`src/hw/hia_pkg.sv`:
```
package hia_pkg;

    // ==========================================================
    // Detected interface types
    // ==========================================================
    typedef enum logic [7:0]
    {
        HIA_IF_NONE = 8'h00,
        HIA_IF_UART = 8'h01,
        HIA_IF_SPI = 8'h02,
        HIA_IF_I2C = 8'h04,
        HIA_IF_PAR_SEP_DED = 8'h08,
        HIA_IF_PAR_SEP_MUX = 8'h10,
        HIA_IF_PAR_COM_DED = 8'h20,
        HIA_IF_PAR_COM_MUX = 8'h40
    } hia_if_t;

    // ==========================================================
    // Sampler states
    // ==========================================================
    typedef enum logic [2:0]
    {
        HIA_ST_WAIT = 3'h1,
        HIA_ST_SAMPLE = 3'h2,
        HIA_ST_DONE = 3'h4
    } hia_state_t;

    // ==========================================================
    // Strap codes on the address pins
    // ==========================================================
    localparam logic [5:0] HIA_ADDR_MUX_SEP = 6'h07;
    localparam logic [5:0] HIA_ADDR_MUX_COM = 6'h06;
    localparam logic [3:0] HIA_ADDR_HI_SERIAL = 4'h0;
    localparam logic [1:0] HIA_ADDR_LO_UART = 2'h0;
    localparam logic [1:0] HIA_ADDR_LO_SPI = 2'h1;

    // Cycles waited after release before the sample state
    localparam logic [1:0] HIA_SETTLE_CYCLES = 2'h2;

endpackage : hia_pkg

```
`src/hw/hia_autodetect.sv`:
```
`timescale 1ns/1ns
`default_nettype none

// Notes on behaviour
// RULE_01: Each power-on or hard reset clears the choice and redoes detection.
// RULE_02: Type comes from strap levels latched after reset ends, not registers.
// RULE_03: Compact scheme: bus-select 0 with enable 0 UART, 0/1 SPI, 1 I2C.
// RULE_04: Serial types remap shared data pins to transmit, mux control, request, SPI, I2C.
// RULE_05: Full scheme, latch pin high: dedicated-address parallel bus, strobe kind.
// RULE_06: Address 000111 or 000110 picks multiplexed parallel, separate or common.
// RULE_07: A5..A2 zero and strobes high: UART 00, SPI 01, A1 high gives I2C.
// RULE_08: Chip select stays chip select in every interface type.
// RULE_09: Board holds straps steady through reset until the sampling point.
module hia_autodetect
(
    input wire logic core_clk_in,
    input wire logic rst_n_in,
    input wire logic full_scheme_in,
    input wire logic latch_pin_in,
    input wire logic bus_select_strap_in,
    input wire logic addr_enable_strap_in,
    input wire logic [5:0] addr_pin_in,
    input wire logic read_strobe_n_in,
    input wire logic write_strobe_n_in,
    input wire logic chip_select_n_in,
    input wire logic [7:0] data_pin_in,
    input wire logic uart_tx_in,
    input wire logic uart_mux_ctrl_in,
    input wire logic uart_data_request_in,
    input wire logic spi_miso_in,
    input wire logic spi_miso_oe_in,
    output logic [7:0] if_type_out,
    output logic detect_done_out,
    output logic chip_select_out,
    output logic uart_rx_out,
    output logic spi_nss_n_out,
    output logic spi_mosi_out,
    output logic spi_sck_out,
    output logic i2c_sda_out,
    output logic i2c_scl_out,
    output logic i2c_addr_enable_out,
    output logic [6:0] i2c_slave_addr_out,
    output logic [7:0] data_pin_out,
    output logic [7:0] data_pin_oe_out
);

    // ==========================================================
    // Pin synchronisers
    // ==========================================================
    logic [20:0] pins_raw;
    logic [20:0] pins;

    assign pins_raw = {full_scheme_in, latch_pin_in, bus_select_strap_in,
        addr_enable_strap_in, addr_pin_in, read_strobe_n_in,
        write_strobe_n_in, chip_select_n_in, data_pin_in};

    hia_sync #(.WIDTH(21)) u_sync
    (
        .core_clk_in(core_clk_in),
        .rst_n_in(rst_n_in),
        .async_in(pins_raw),
        .sync_out(pins)
    );

    logic s_full;
    logic s_latch;
    logic s_bsel;
    logic s_aen;
    logic [5:0] s_addr;
    logic s_rd_n;
    logic s_wr_n;
    logic s_cs_n;
    logic [7:0] s_data;

    assign s_full = pins[20];
    assign s_latch = pins[19];
    assign s_bsel = pins[18];
    assign s_aen = pins[17];
    assign s_addr = pins[16:11];
    assign s_rd_n = pins[10];
    assign s_wr_n = pins[9];
    assign s_cs_n = pins[8];
    assign s_data = pins[7:0];

    logic [6:0] slave_addr;

    // Address bit 0 sits on D6 and bit 6 on D0
    for (genvar k = 0; k < 7; k++)
    begin : g_slave_addr
        assign slave_addr[k] = s_data[6 - k]; // RULE_04
    end

    // ==========================================================
    // Strap decode
    // ==========================================================
    hia_pkg::hia_if_t decoded;

    always_comb
    begin
        decoded = hia_pkg::HIA_IF_NONE;
        if (!s_full)
        begin
            if (s_bsel) // RULE_03
                decoded = hia_pkg::HIA_IF_I2C;
            else if (s_aen)
                decoded = hia_pkg::HIA_IF_SPI;
            else
                decoded = hia_pkg::HIA_IF_UART;
        end
        else if (s_latch) // RULE_05
        begin
            if (s_rd_n && s_wr_n && s_addr[5:2] ==
                hia_pkg::HIA_ADDR_HI_SERIAL)
                decoded = hia_pkg::HIA_IF_NONE;
            else
                decoded = hia_pkg::HIA_IF_PAR_SEP_DED;
        end
        else if (s_addr == hia_pkg::HIA_ADDR_MUX_SEP) // RULE_06
            decoded = hia_pkg::HIA_IF_PAR_SEP_MUX;
        else if (s_addr == hia_pkg::HIA_ADDR_MUX_COM) // RULE_06
            decoded = hia_pkg::HIA_IF_PAR_COM_MUX;
        else
            decoded = hia_pkg::HIA_IF_PAR_COM_DED;
        // Serial check overrides; its latch pin carries RX/NSS/SDA
        if (s_full && s_rd_n && s_wr_n &&
            s_addr[5:2] == hia_pkg::HIA_ADDR_HI_SERIAL) // RULE_07
        begin
            if (s_addr[1])
                decoded = hia_pkg::HIA_IF_I2C;
            else if (s_addr[1:0] == hia_pkg::HIA_ADDR_LO_SPI)
                decoded = hia_pkg::HIA_IF_SPI;
            else
                decoded = hia_pkg::HIA_IF_UART;
        end
    end

    // ==========================================================
    // Latch after reset release
    // ==========================================================
    hia_pkg::hia_state_t state;
    logic [1:0] settle;
    logic aen_i2c;
    logic scheme_full;

    // Wait lets the synchronisers fill with real pin levels
    always_ff @(posedge core_clk_in or negedge rst_n_in)
    begin
        if (!rst_n_in) // RULE_01
        begin
            state <= hia_pkg::HIA_ST_WAIT;
            settle <= 2'h0;
        end
        else
        begin
            case (state)
                hia_pkg::HIA_ST_WAIT:
                begin
                    settle <= settle + 2'h1;
                    if (settle == hia_pkg::HIA_SETTLE_CYCLES - 2'h1)
                        state <= hia_pkg::HIA_ST_SAMPLE;
                end
                hia_pkg::HIA_ST_SAMPLE:
                    state <= hia_pkg::HIA_ST_DONE;
                hia_pkg::HIA_ST_DONE:
                    state <= hia_pkg::HIA_ST_DONE;
                default:
                    state <= hia_pkg::HIA_ST_WAIT;
            endcase
        end
    end

    // Latched once; later pin changes cannot switch the type
    always_ff @(posedge core_clk_in or negedge rst_n_in)
    begin
        if (!rst_n_in)
        begin
            if_type_out <= hia_pkg::HIA_IF_NONE;
            detect_done_out <= 1'b0;
            scheme_full <= 1'b0;
        end
        else if (state == hia_pkg::HIA_ST_SAMPLE) // RULE_02
        begin
            if_type_out <= decoded;
            detect_done_out <= 1'b1;
            scheme_full <= s_full;
        end
    end

    // ==========================================================
    // Pin routing
    // ==========================================================
    always_comb
    begin
        // Scheme strap is latched; a late strap change must not move it
        aen_i2c = scheme_full ? s_addr[0] : s_aen;
    end

    always_ff @(posedge core_clk_in or negedge rst_n_in)
    begin
        if (!rst_n_in)
        begin
            chip_select_out <= 1'b0;
            uart_rx_out <= 1'b1;
            spi_nss_n_out <= 1'b1;
            spi_mosi_out <= 1'b0;
            spi_sck_out <= 1'b0;
            i2c_sda_out <= 1'b1;
            i2c_scl_out <= 1'b1;
            i2c_addr_enable_out <= 1'b0;
            i2c_slave_addr_out <= 7'h00;
            data_pin_out <= 8'h00;
            data_pin_oe_out <= 8'h00;
        end
        else
        begin
            chip_select_out <= detect_done_out && !s_cs_n; // RULE_08
            uart_rx_out <= 1'b1;
            spi_nss_n_out <= 1'b1;
            spi_mosi_out <= 1'b0;
            spi_sck_out <= 1'b0;
            i2c_sda_out <= 1'b1;
            i2c_scl_out <= 1'b1;
            i2c_addr_enable_out <= 1'b0;
            i2c_slave_addr_out <= 7'h00;
            data_pin_out <= 8'h00;
            data_pin_oe_out <= 8'h00;
            case (if_type_out) // RULE_04
                hia_pkg::HIA_IF_UART:
                begin
                    uart_rx_out <= s_latch;
                    data_pin_out <= {uart_tx_in, uart_mux_ctrl_in,
                        uart_data_request_in, 5'h00};
                    data_pin_oe_out <= 8'hE0;
                end
                hia_pkg::HIA_IF_SPI:
                begin
                    spi_nss_n_out <= s_latch;
                    spi_mosi_out <= s_data[6];
                    spi_sck_out <= s_data[5];
                    data_pin_out <= {spi_miso_in, 7'h00};
                    data_pin_oe_out <= {spi_miso_oe_in, 7'h00};
                end
                hia_pkg::HIA_IF_I2C:
                begin
                    i2c_sda_out <= s_latch;
                    i2c_scl_out <= s_data[7];
                    i2c_slave_addr_out <= slave_addr;
                    i2c_addr_enable_out <= aen_i2c;
                end
                default:
                begin
                    data_pin_oe_out <= 8'h00;
                end
            endcase
        end
    end

endmodule : hia_autodetect

`default_nettype wire

```
`src/hw/hia_sync.sv`:
```
`timescale 1ns/1ns
`default_nettype none

module hia_sync
#(
    parameter int WIDTH = 1
)
(
    input wire logic core_clk_in,
    input wire logic rst_n_in,
    input wire logic [WIDTH-1:0] async_in,
    output logic [WIDTH-1:0] sync_out
);

    logic [WIDTH-1:0] stage1;

    always_ff @(posedge core_clk_in or negedge rst_n_in)
    begin
        if (!rst_n_in)
        begin
            stage1 <= '0;
            sync_out <= '0;
        end
        else
        begin
            stage1 <= async_in;
            sync_out <= stage1;
        end
    end

endmodule : hia_sync

`default_nettype wire

```
`config.mk`:
```
export PLATFORM = sky130hd
export DESIGN_NAME = hia_autodetect
export DESIGN_NICKNAME = d
export VERILOG_FILES = /design/src/hw/hia_pkg.sv /design/src/hw/hia_autodetect.sv /design/src/hw/hia_sync.sv
export SDC_FILE = /design/constraint.sdc
export NUM_CORES = 1
export LEC_CHECK = 0
export BUFFER_PORTS_ARGS = -buffer_cell sky130_fd_sc_hd__buf_2
export CAP_MARGIN = 20
export CELL_PAD_IN_SITES_DETAIL_PLACEMENT = 0
export CELL_PAD_IN_SITES_GLOBAL_PLACEMENT = 1
export CORE_MARGIN = 2
export CORE_UTILIZATION = 35
export DETAILED_ROUTE_END_ITERATION = 16
export GPL_ROUTABILITY_DRIVEN = 0
export PLACE_DENSITY_LB_ADDON = 0.1
export REMOVE_ABC_BUFFERS = 1
export SYNTH_ARGS = -nofsm -noshare
export SYNTH_HDL_FRONTEND = slang
export SYNTH_SLANG_ARGS = --single-unit
export TNS_END_PERCENT = 50
```
`constraint.sdc`:
```
create_clock -name core_clk_in -period 1.7 [get_ports core_clk_in]
set_input_delay 0.17 -clock core_clk_in [delete_from_list [all_inputs] [get_ports core_clk_in]]
set_output_delay 0.17 -clock core_clk_in [all_outputs]
set_load 0.005 [all_outputs]
```
==> results of run 1 <==
-- flip-flops by register name, indices dropped and copies added, names as in the netlist --
register and cells:
spi_nss_n_out 1, i2c_slave_addr_out 7, if_type_out 7, settle 2, i2c_scl_out 1, i2c_sda_out 1, u_sync.stage1 21, uart_rx_out 1
spi_mosi_out 1, chip_select_out 1, data_pin_out 3, spi_sck_out 1, detect_done_out 1, i2c_addr_enable_out 1, data_pin_oe_out 2, scheme_full 1
state 3, u_sync.sync_out 21
-- area by class of cell --
class                           count  area [um2]  share of cell area (%)
Clock inverter                      7        91.3                    2.74
Clock buffer                        9         124                    3.71
Inverter                            2        7.51                   0.225
Tap cell                           96         120                    3.60
Sequential cell                    76        1910                    57.2
Timing Repair Buffer               85         572                    17.1
Multi-Input combinational cell     82         515                    15.4
-- worst max-delay path, stage by stage (launching register included) --
cell	delay, ps
dfrtp_1	390
or4_4	590
nor4b_4	270
buf_4	180
and2_1	120
-- Yosys cell counts --
cell type	instances	area [um2]
a211oi_1	1	7.51
a21oi_1	2	10.0
a22o_1	1	8.76
a2bb2oi_1	1	8.76
a31oi_1	2	12.5
a41o_1	1	10.0
and2_1	13	81.3
and3_1	1	6.26
and3b_1	1	8.76
buf_4	12	90.1
clkbuf_1	1	3.75
conb_1	1	3.75
dfrtp_1	71	1780
dfstp_2	5	131
ha_1	1	12.5
inv_1	2	7.51
mux2i_1	2	20.0
nand2_1	8	30.0
nand2b_1	7	43.8
nand3_1	1	5.00
nand4_1	3	18.8
nand4b_1	1	8.76
nor2_1	6	22.5
nor2b_1	5	31.3
nor3_1	2	10.0
nor3_2	1	10.0
nor3b_1	2	15.0
nor3b_2	1	12.5
nor4b_4	1	23.8
o21ai_0	1	5.00
o31ai_1	1	7.51
or3_1	1	6.26
or3b_1	1	8.76
or4_4	1	11.3
xnor2_1	1	8.76
xor2_1	1	8.76
-- final timing paths --
path | depth (start not counted) | end | slack, ps
max reg2reg | 4 | i2c_slave_addr_out[2] | 100
min reg2reg | 0 | u_sync.sync_out[19] | 350
max in group asynchronous | 3 | spi_nss_n_out | 880
max | 4 | i2c_slave_addr_out[2] | 100
min in group asynchronous | 2 | i2c_slave_addr_out[0] | 270
min | 2 | data_pin_out[6] | 50
-- cell usage in the layout (no fill, tap or decap), drive strengths merged, types with 3 or more instances in the layout --
| master | instances |
|---|---|
| and2 | 13 |
| buf | 63 |
| clkbuf | 9 |
| clkinv | 4 |
| conb | 11 |
| dfrtp | 71 |
| dfstp | 5 |
| dlygate4sd3 | 22 |
| nand2 | 8 |
| nand2b | 7 |
| nand4 | 3 |
| nor2 | 6 |
| nor2b | 5 |
| nor3 | 3 |
| nor3b | 3 |
-- stage by stage --
stage / instances / utilization (%) / hold slack, ps
2_1_floorplan: 160 / - / -126
3_3_place_gp: 317 / 42.2 / 83.2
3_5_place_dp: 317 / 42.2 / 85.0
4_1_cts: 355 / 48.6 / 28.1
5_1_grt: 357 / 48.9 / 40.3
6_report: 357 / 48.9 / 47.9
-- cell families after synthesis --
| kind of cell | share of synthesized area (%) |
|---|---|
| adder cells (fa/ha/maj) | 0.503 |
| other | 0.151 |
| flip-flops | 76.7 |
| AO/OA/AOI/OAI | 2.82 |
| AND/OR/NAND/NOR | 14.2 |
| buffers and inverters | 4.07 |
| multiplexers | 0.805 |
| XOR/XNOR | 0.704 |
-- routing by layer --
| metal | track usage (%) | share of wire, % |
|---|---|---|
| met2 | 18.7 | 48 |
| met5 | 0 | 0 |
| met1 | 14.0 | 43 |
| met3 | 6.72 | 8.1 |
| met4 | 3.72 | 1.2 |
-- report_power, final --
| group | switching [mW] | leakage (nW) | internal, mW |
|---|---|---|---|
| combinational | 0.0864 | 0.601 | 0.106 |
| clock | 0.610 | 0.109 | 0.820 |
| sequential | 0.0328 | 0.920 | 1.88 |
| total | 0.730 | 1.63 | 2.81 |
-- repair_timing --
| item | CTS | global route |
|---|---|---|
| resized for setup | 0 | 2 |
| buffers inserted | 0 | 1 |
| hold endpoints to repair | 43 | 0 |
| hold buffers | 22 | 0 |
| setup endpoints to repair | 0 | 8 |
==> results_dict.tcl, run 1 <==
set metrics [dict create \
    vias 1472 \
    drv_slew 0 \
    grt_pass1_wl_um 6810 \
    pin_count 68 \
    hold_viol_final 0 \
    vdd_drop_max_uv 538 \
    fp-row-count 30 \
    drc 0 \
    n_fill_cell 642 \
    min_from "uart_mux_ctrl_in" \
    pre_cts_ws_ps 75.9 \
    startpoint "if_type_out[3]" \
    crit_path_start_kind "flop" \
    grt_pass1_vias 1428 \
    netlist_area_um2 2490 \
    antenna_cells 0 \
    grtUsageTotal_pct 11.9 \
    cp_max_fo 5 \
    cts.path.max_buffers 2 \
    max_freq_mhz 626 \
    wl_um 4090 \
    fp.dieW_um 88.3 \
    dr.pass1.iters 4 \
    total_power_mw 3.53 \
    arrival_ps 1870 \
    cts_tree "done" \
    syn_to_final_growth_pct 34.2 \
    crit_required_ps 1980 \
    die_h_um 88.3 \
    period_share_pct 94.0 \
    clkSlewWorstSetupHoldPaths_ps 70 \
    antenna_found_initial 0 \
    port_buffers 56 \
    h-tree-depth 3 \
    worstSkewPairLatency_ps 340 \
    clock-sinks 76 \
    wl_per_cell_um 11.4 \
    reg2reg_from "if_type_out[3]" \
    synthCells 163 \
    nNetsFinal 285 \
    yosysUniqueCellTypes 36 \
    numCtsBuffers 9 \
    dieArea_um2 7800 \
    yosys_warnings 0 \
    postPlaceCellArea_um2 2880 \
    timing.final.ws_setup_ps 102 \
    synth.avg_cell_area_um2 15.3 \
    finalSetupTns_ps 0 \
    grt.overflow.total 0 \
    clock_skew_ps 7.57 \
    start_util_pct 36.4 \
    final_antenna_net_count 0 \
    holdCritPathClass "in -> reg" \
    status "complete, no violations" \
    drtIter0Drc 79 \
    maxCapViolCount 0 \
    path_class "reg -> reg" \
    leakage_nw 1.63 \
    drive_gt1_share_pct 33.7 \
    clockRootBuffer "clkbuf_8" \
    ys_seq_area_share_pct 76.7 \
    p_per_area_nw_per_um2 1060 \
    fin_crit_ps 1600 \
    finalSetupViolations 0 \
    synth_seq_cells 76 \
    drt-vias-per-instance 4.12 \
    grt_max_degree 37 \
    grt_setup_unrepaired "false" \
    critPathCaptureType "flop" \
    coreArea_um2 6830 \
    dpl.hpwl_um 2810 \
    design_area_um2 3340 \
]
Note: power is estimated with default switching activity, not from simulation.
==> inputs of run 2 (changes only) <==
--- a/config.mk
+++ b/config.mk
@@ -5,6 +5,7 @@
 export SDC_FILE = /design/constraint.sdc
 export NUM_CORES = 1
 export LEC_CHECK = 0
+export ABC_AREA = 1
 export BUFFER_PORTS_ARGS = -buffer_cell sky130_fd_sc_hd__buf_2
 export CAP_MARGIN = 20
 export CELL_PAD_IN_SITES_DETAIL_PLACEMENT = 0
@@ -17,5 +18,6 @@
 export REMOVE_ABC_BUFFERS = 1
 export SYNTH_ARGS = -nofsm -noshare
 export SYNTH_HDL_FRONTEND = slang
+export SYNTH_HIERARCHICAL = 1
 export SYNTH_SLANG_ARGS = --single-unit
 export TNS_END_PERCENT = 50
==> run 2 against run 1 <==
First-iteration DRC count shrank 43%. Clock skew decreased by 1.3 ps. Combinational power is 5% higher. Wire length is 1.5% lower. Clock power decreased by 6%. Critical path type unchanged.
==> results_dict.tcl, run 2 <==
set metrics [dict create \
    status "complete, no violations" \
    max_freq_mhz 743 \
    wl_per_cell_um 10.1 \
    p_per_area_nw_per_um2 1030 \
    drc 0 \
    die_h_um 89.4 \
    yosys-top-cells-count "dfrtp_1 (71), inv_1 (28), nor2_1 (28), nand2_1 (25), buf_4 (13)" \
    met3_length_um 249 \
    synth_seq_cells 76 \
    drt-met1-wl_um 1880 \
    ctsResizeCount 0 \
    fin_crit_ps 1350 \
    holdCritPathClass "in -> reg" \
    postPlaceCellArea_um2 2930 \
    yosys.area.top_type "dfrtp_1" \
    fp-row-count 31 \
    crit_path_start_kind "flop" \
    coreArea_um2 7140 \
    period_share_pct 79.2 \
    drive_gt1_share_pct 29.0 \
    vias 1535 \
    cp_max_fo 9 \
    yosys_warnings 6 \
    dr.pass1.iters 4 \
    design_area_um2 3350 \
    n_fill_cell 703 \
    leakage_nw 1.74 \
    final_cell_mix "dfrtp_1 (71), buf_2 (55), inv_1 (28), nor2_1 (28), nand2_1 (25)" \
    reg_top3 "u_sync/stage1 (21), u_sync/sync_out (21)" \
    synth_edf_count 0 \
    grtUsageTotal_pct 11.5 \
    vdd_drop_max_uv 470 \
    timing.final.ws_setup_ps 354 \
    start_util_pct 35.7 \
    yosysUniqueCellTypes 21 \
    h-tree-depth 3 \
    antenna_cells 0 \
    total_power_mw 3.46 \
    synth_area_leaders "dfrtp_1 (70%), dfstp_2 (5.1%), inv_1 (4.1%), nor2_1 (4.1%), buf_4 (3.8%)" \
    maxCapViolCount 0 \
    nNetsFinal 324 \
    port_buffers 56 \
    final_antenna_net_count 0 \
    clock-sinks 76 \
    drv_slew 0 \
    fp.dieW_um 89.4 \
    hold_viol_final 0 \
    async_flop_share_pct 100 \
    drtIter0Drc 45 \
    netlist_area_um2 2550 \
    layout_commonest_cell "dfrtp_1" \
    finalSetupViolations 0 \
    pre_cts_ws_ps 371 \
    finalSetupTns_ps 0 \
    drt-vias-per-instance 3.85 \
    cts.path.max_buffers 2 \
    syn_to_final_growth_pct 31.2 \
    cts_tree "done" \
    dieArea_um2 7990 \
    synth.avg_cell_area_um2 12.3 \
    grt_max_degree 77 \
    clockRootBuffer "clkbuf_8" \
    path_class "reg -> reg" \
    ys_seq_area_share_pct 74.8 \
    worstSkewPairLatency_ps 340 \
    highest_layer "met4" \
    clock_skew_ps 6.31 \
    synthCells 207 \
    critPathCaptureType "flop" \
    pin_count 68 \
    wl_met2_um 1800 \
    dpl.hpwl_um 2680 \
    clkSlewWorstSetupHoldPaths_ps 80 \
    grt_setup_unrepaired "false" \
    synth_ff_type "dfrtp_1" \
    arrival_ps 1590 \
    grt_pass1_vias 1455 \
    numCtsBuffers 9 \
    grt_pass1_wl_um 6590 \
    yosysMostFrequentCell "dfrtp_1" \
    crit_required_ps 1950 \
    antenna_found_initial 0 \
    synth_top_area_share_pct 69.6 \
    wl_um 4030 \
    grt.overflow.total 0 \
]
-- run 2: cell types whose count changed in the layout (fill, tap and decap cells not counted), sizes merged, moves of 7 or more --
cell	previous run	this run
inv	2	29
nor2	6	29
nand2	8	27
and2	13	0
nand3	1	10
nand2b	7	0
-- run 2: cell families after synthesis --
group,share of synthesized area (%)
simple gates,14.0
flops,74.8
buf+inv,8.09
compound gates,2.16
xor+xnor,0.343
fa+ha+maj,0.490
other cells,0.147
-- run 2: path summary, 6_finish.rpt --
check / startpoint / end / slack, ps / cells after the start
setup / recovery: state[0] / if_type_out[1] / 350 / 5
hold / removal: uart_mux_ctrl_in / data_pin_out[6] / 30 / 3
setup reg to reg: state[0] / if_type_out[1] / 350 / 5
hold reg to reg: u_sync/stage1[15] / u_sync/sync_out[15] / 350 / 0
max in group asynchronous: rst_n_in / i2c_sda_out / 960 / 3
min in group asynchronous: rst_n_in / if_type_out[5] / 370 / 3
-- run 2: routing by layer --
layer  GRT usage, %  up-vias
met5              0        -
met1           14.0      686
met4           8.55        0
met2           16.9       49
met3           4.06       10
li1               -      790
-- run 2: layout make-up --
cell class | count | area (um2) | share of cell area [%]
clock buffers | 10 | 138 | 4.11
repair buffers | 80 | 531 | 15.9
flip-flops and latches | 76 | 1910 | 57.0
clock inverters | 6 | 63.8 | 1.91
multi-input cells | 99 | 474 | 14.2
well taps | 99 | 124 | 3.70
inverters | 29 | 109 | 3.25
-- run 2: through the flow --
stage | instances | hold WS [ps] | utilization (%)
after global placement | 361 | 216 | 41.0
after global routing | 399 | 33.2 | 46.9
final | 399 | 28.7 | 46.9
after detailed placement | 361 | 219 | 41.0
after CTS | 399 | 9.41 | 46.9
after floorplan | 204 | -126 | -
-- run 2: power by group --
group          internal [mW]  total (mW)  switching (mW)  leakage, nW
clock network          0.714        1.35           0.632       0.0983
registers               1.88        1.91          0.0297        0.918
logic                 0.0962       0.202           0.106        0.724
-- run 2: what timing repair did --
item                       4_1_cts  5_1_grt
hold endpoints to repair        92        0
setup buffers                    0        0
hold buffers                    22        0
setup endpoints to repair        0        0
-- run 2: critical path, stage by stage (launching register included) --
cell and delay [ps]:
dfstp_2 530, inv_1 50, nand3_1 210, buf_4 220, a21oi_1 50, a21boi_0 200
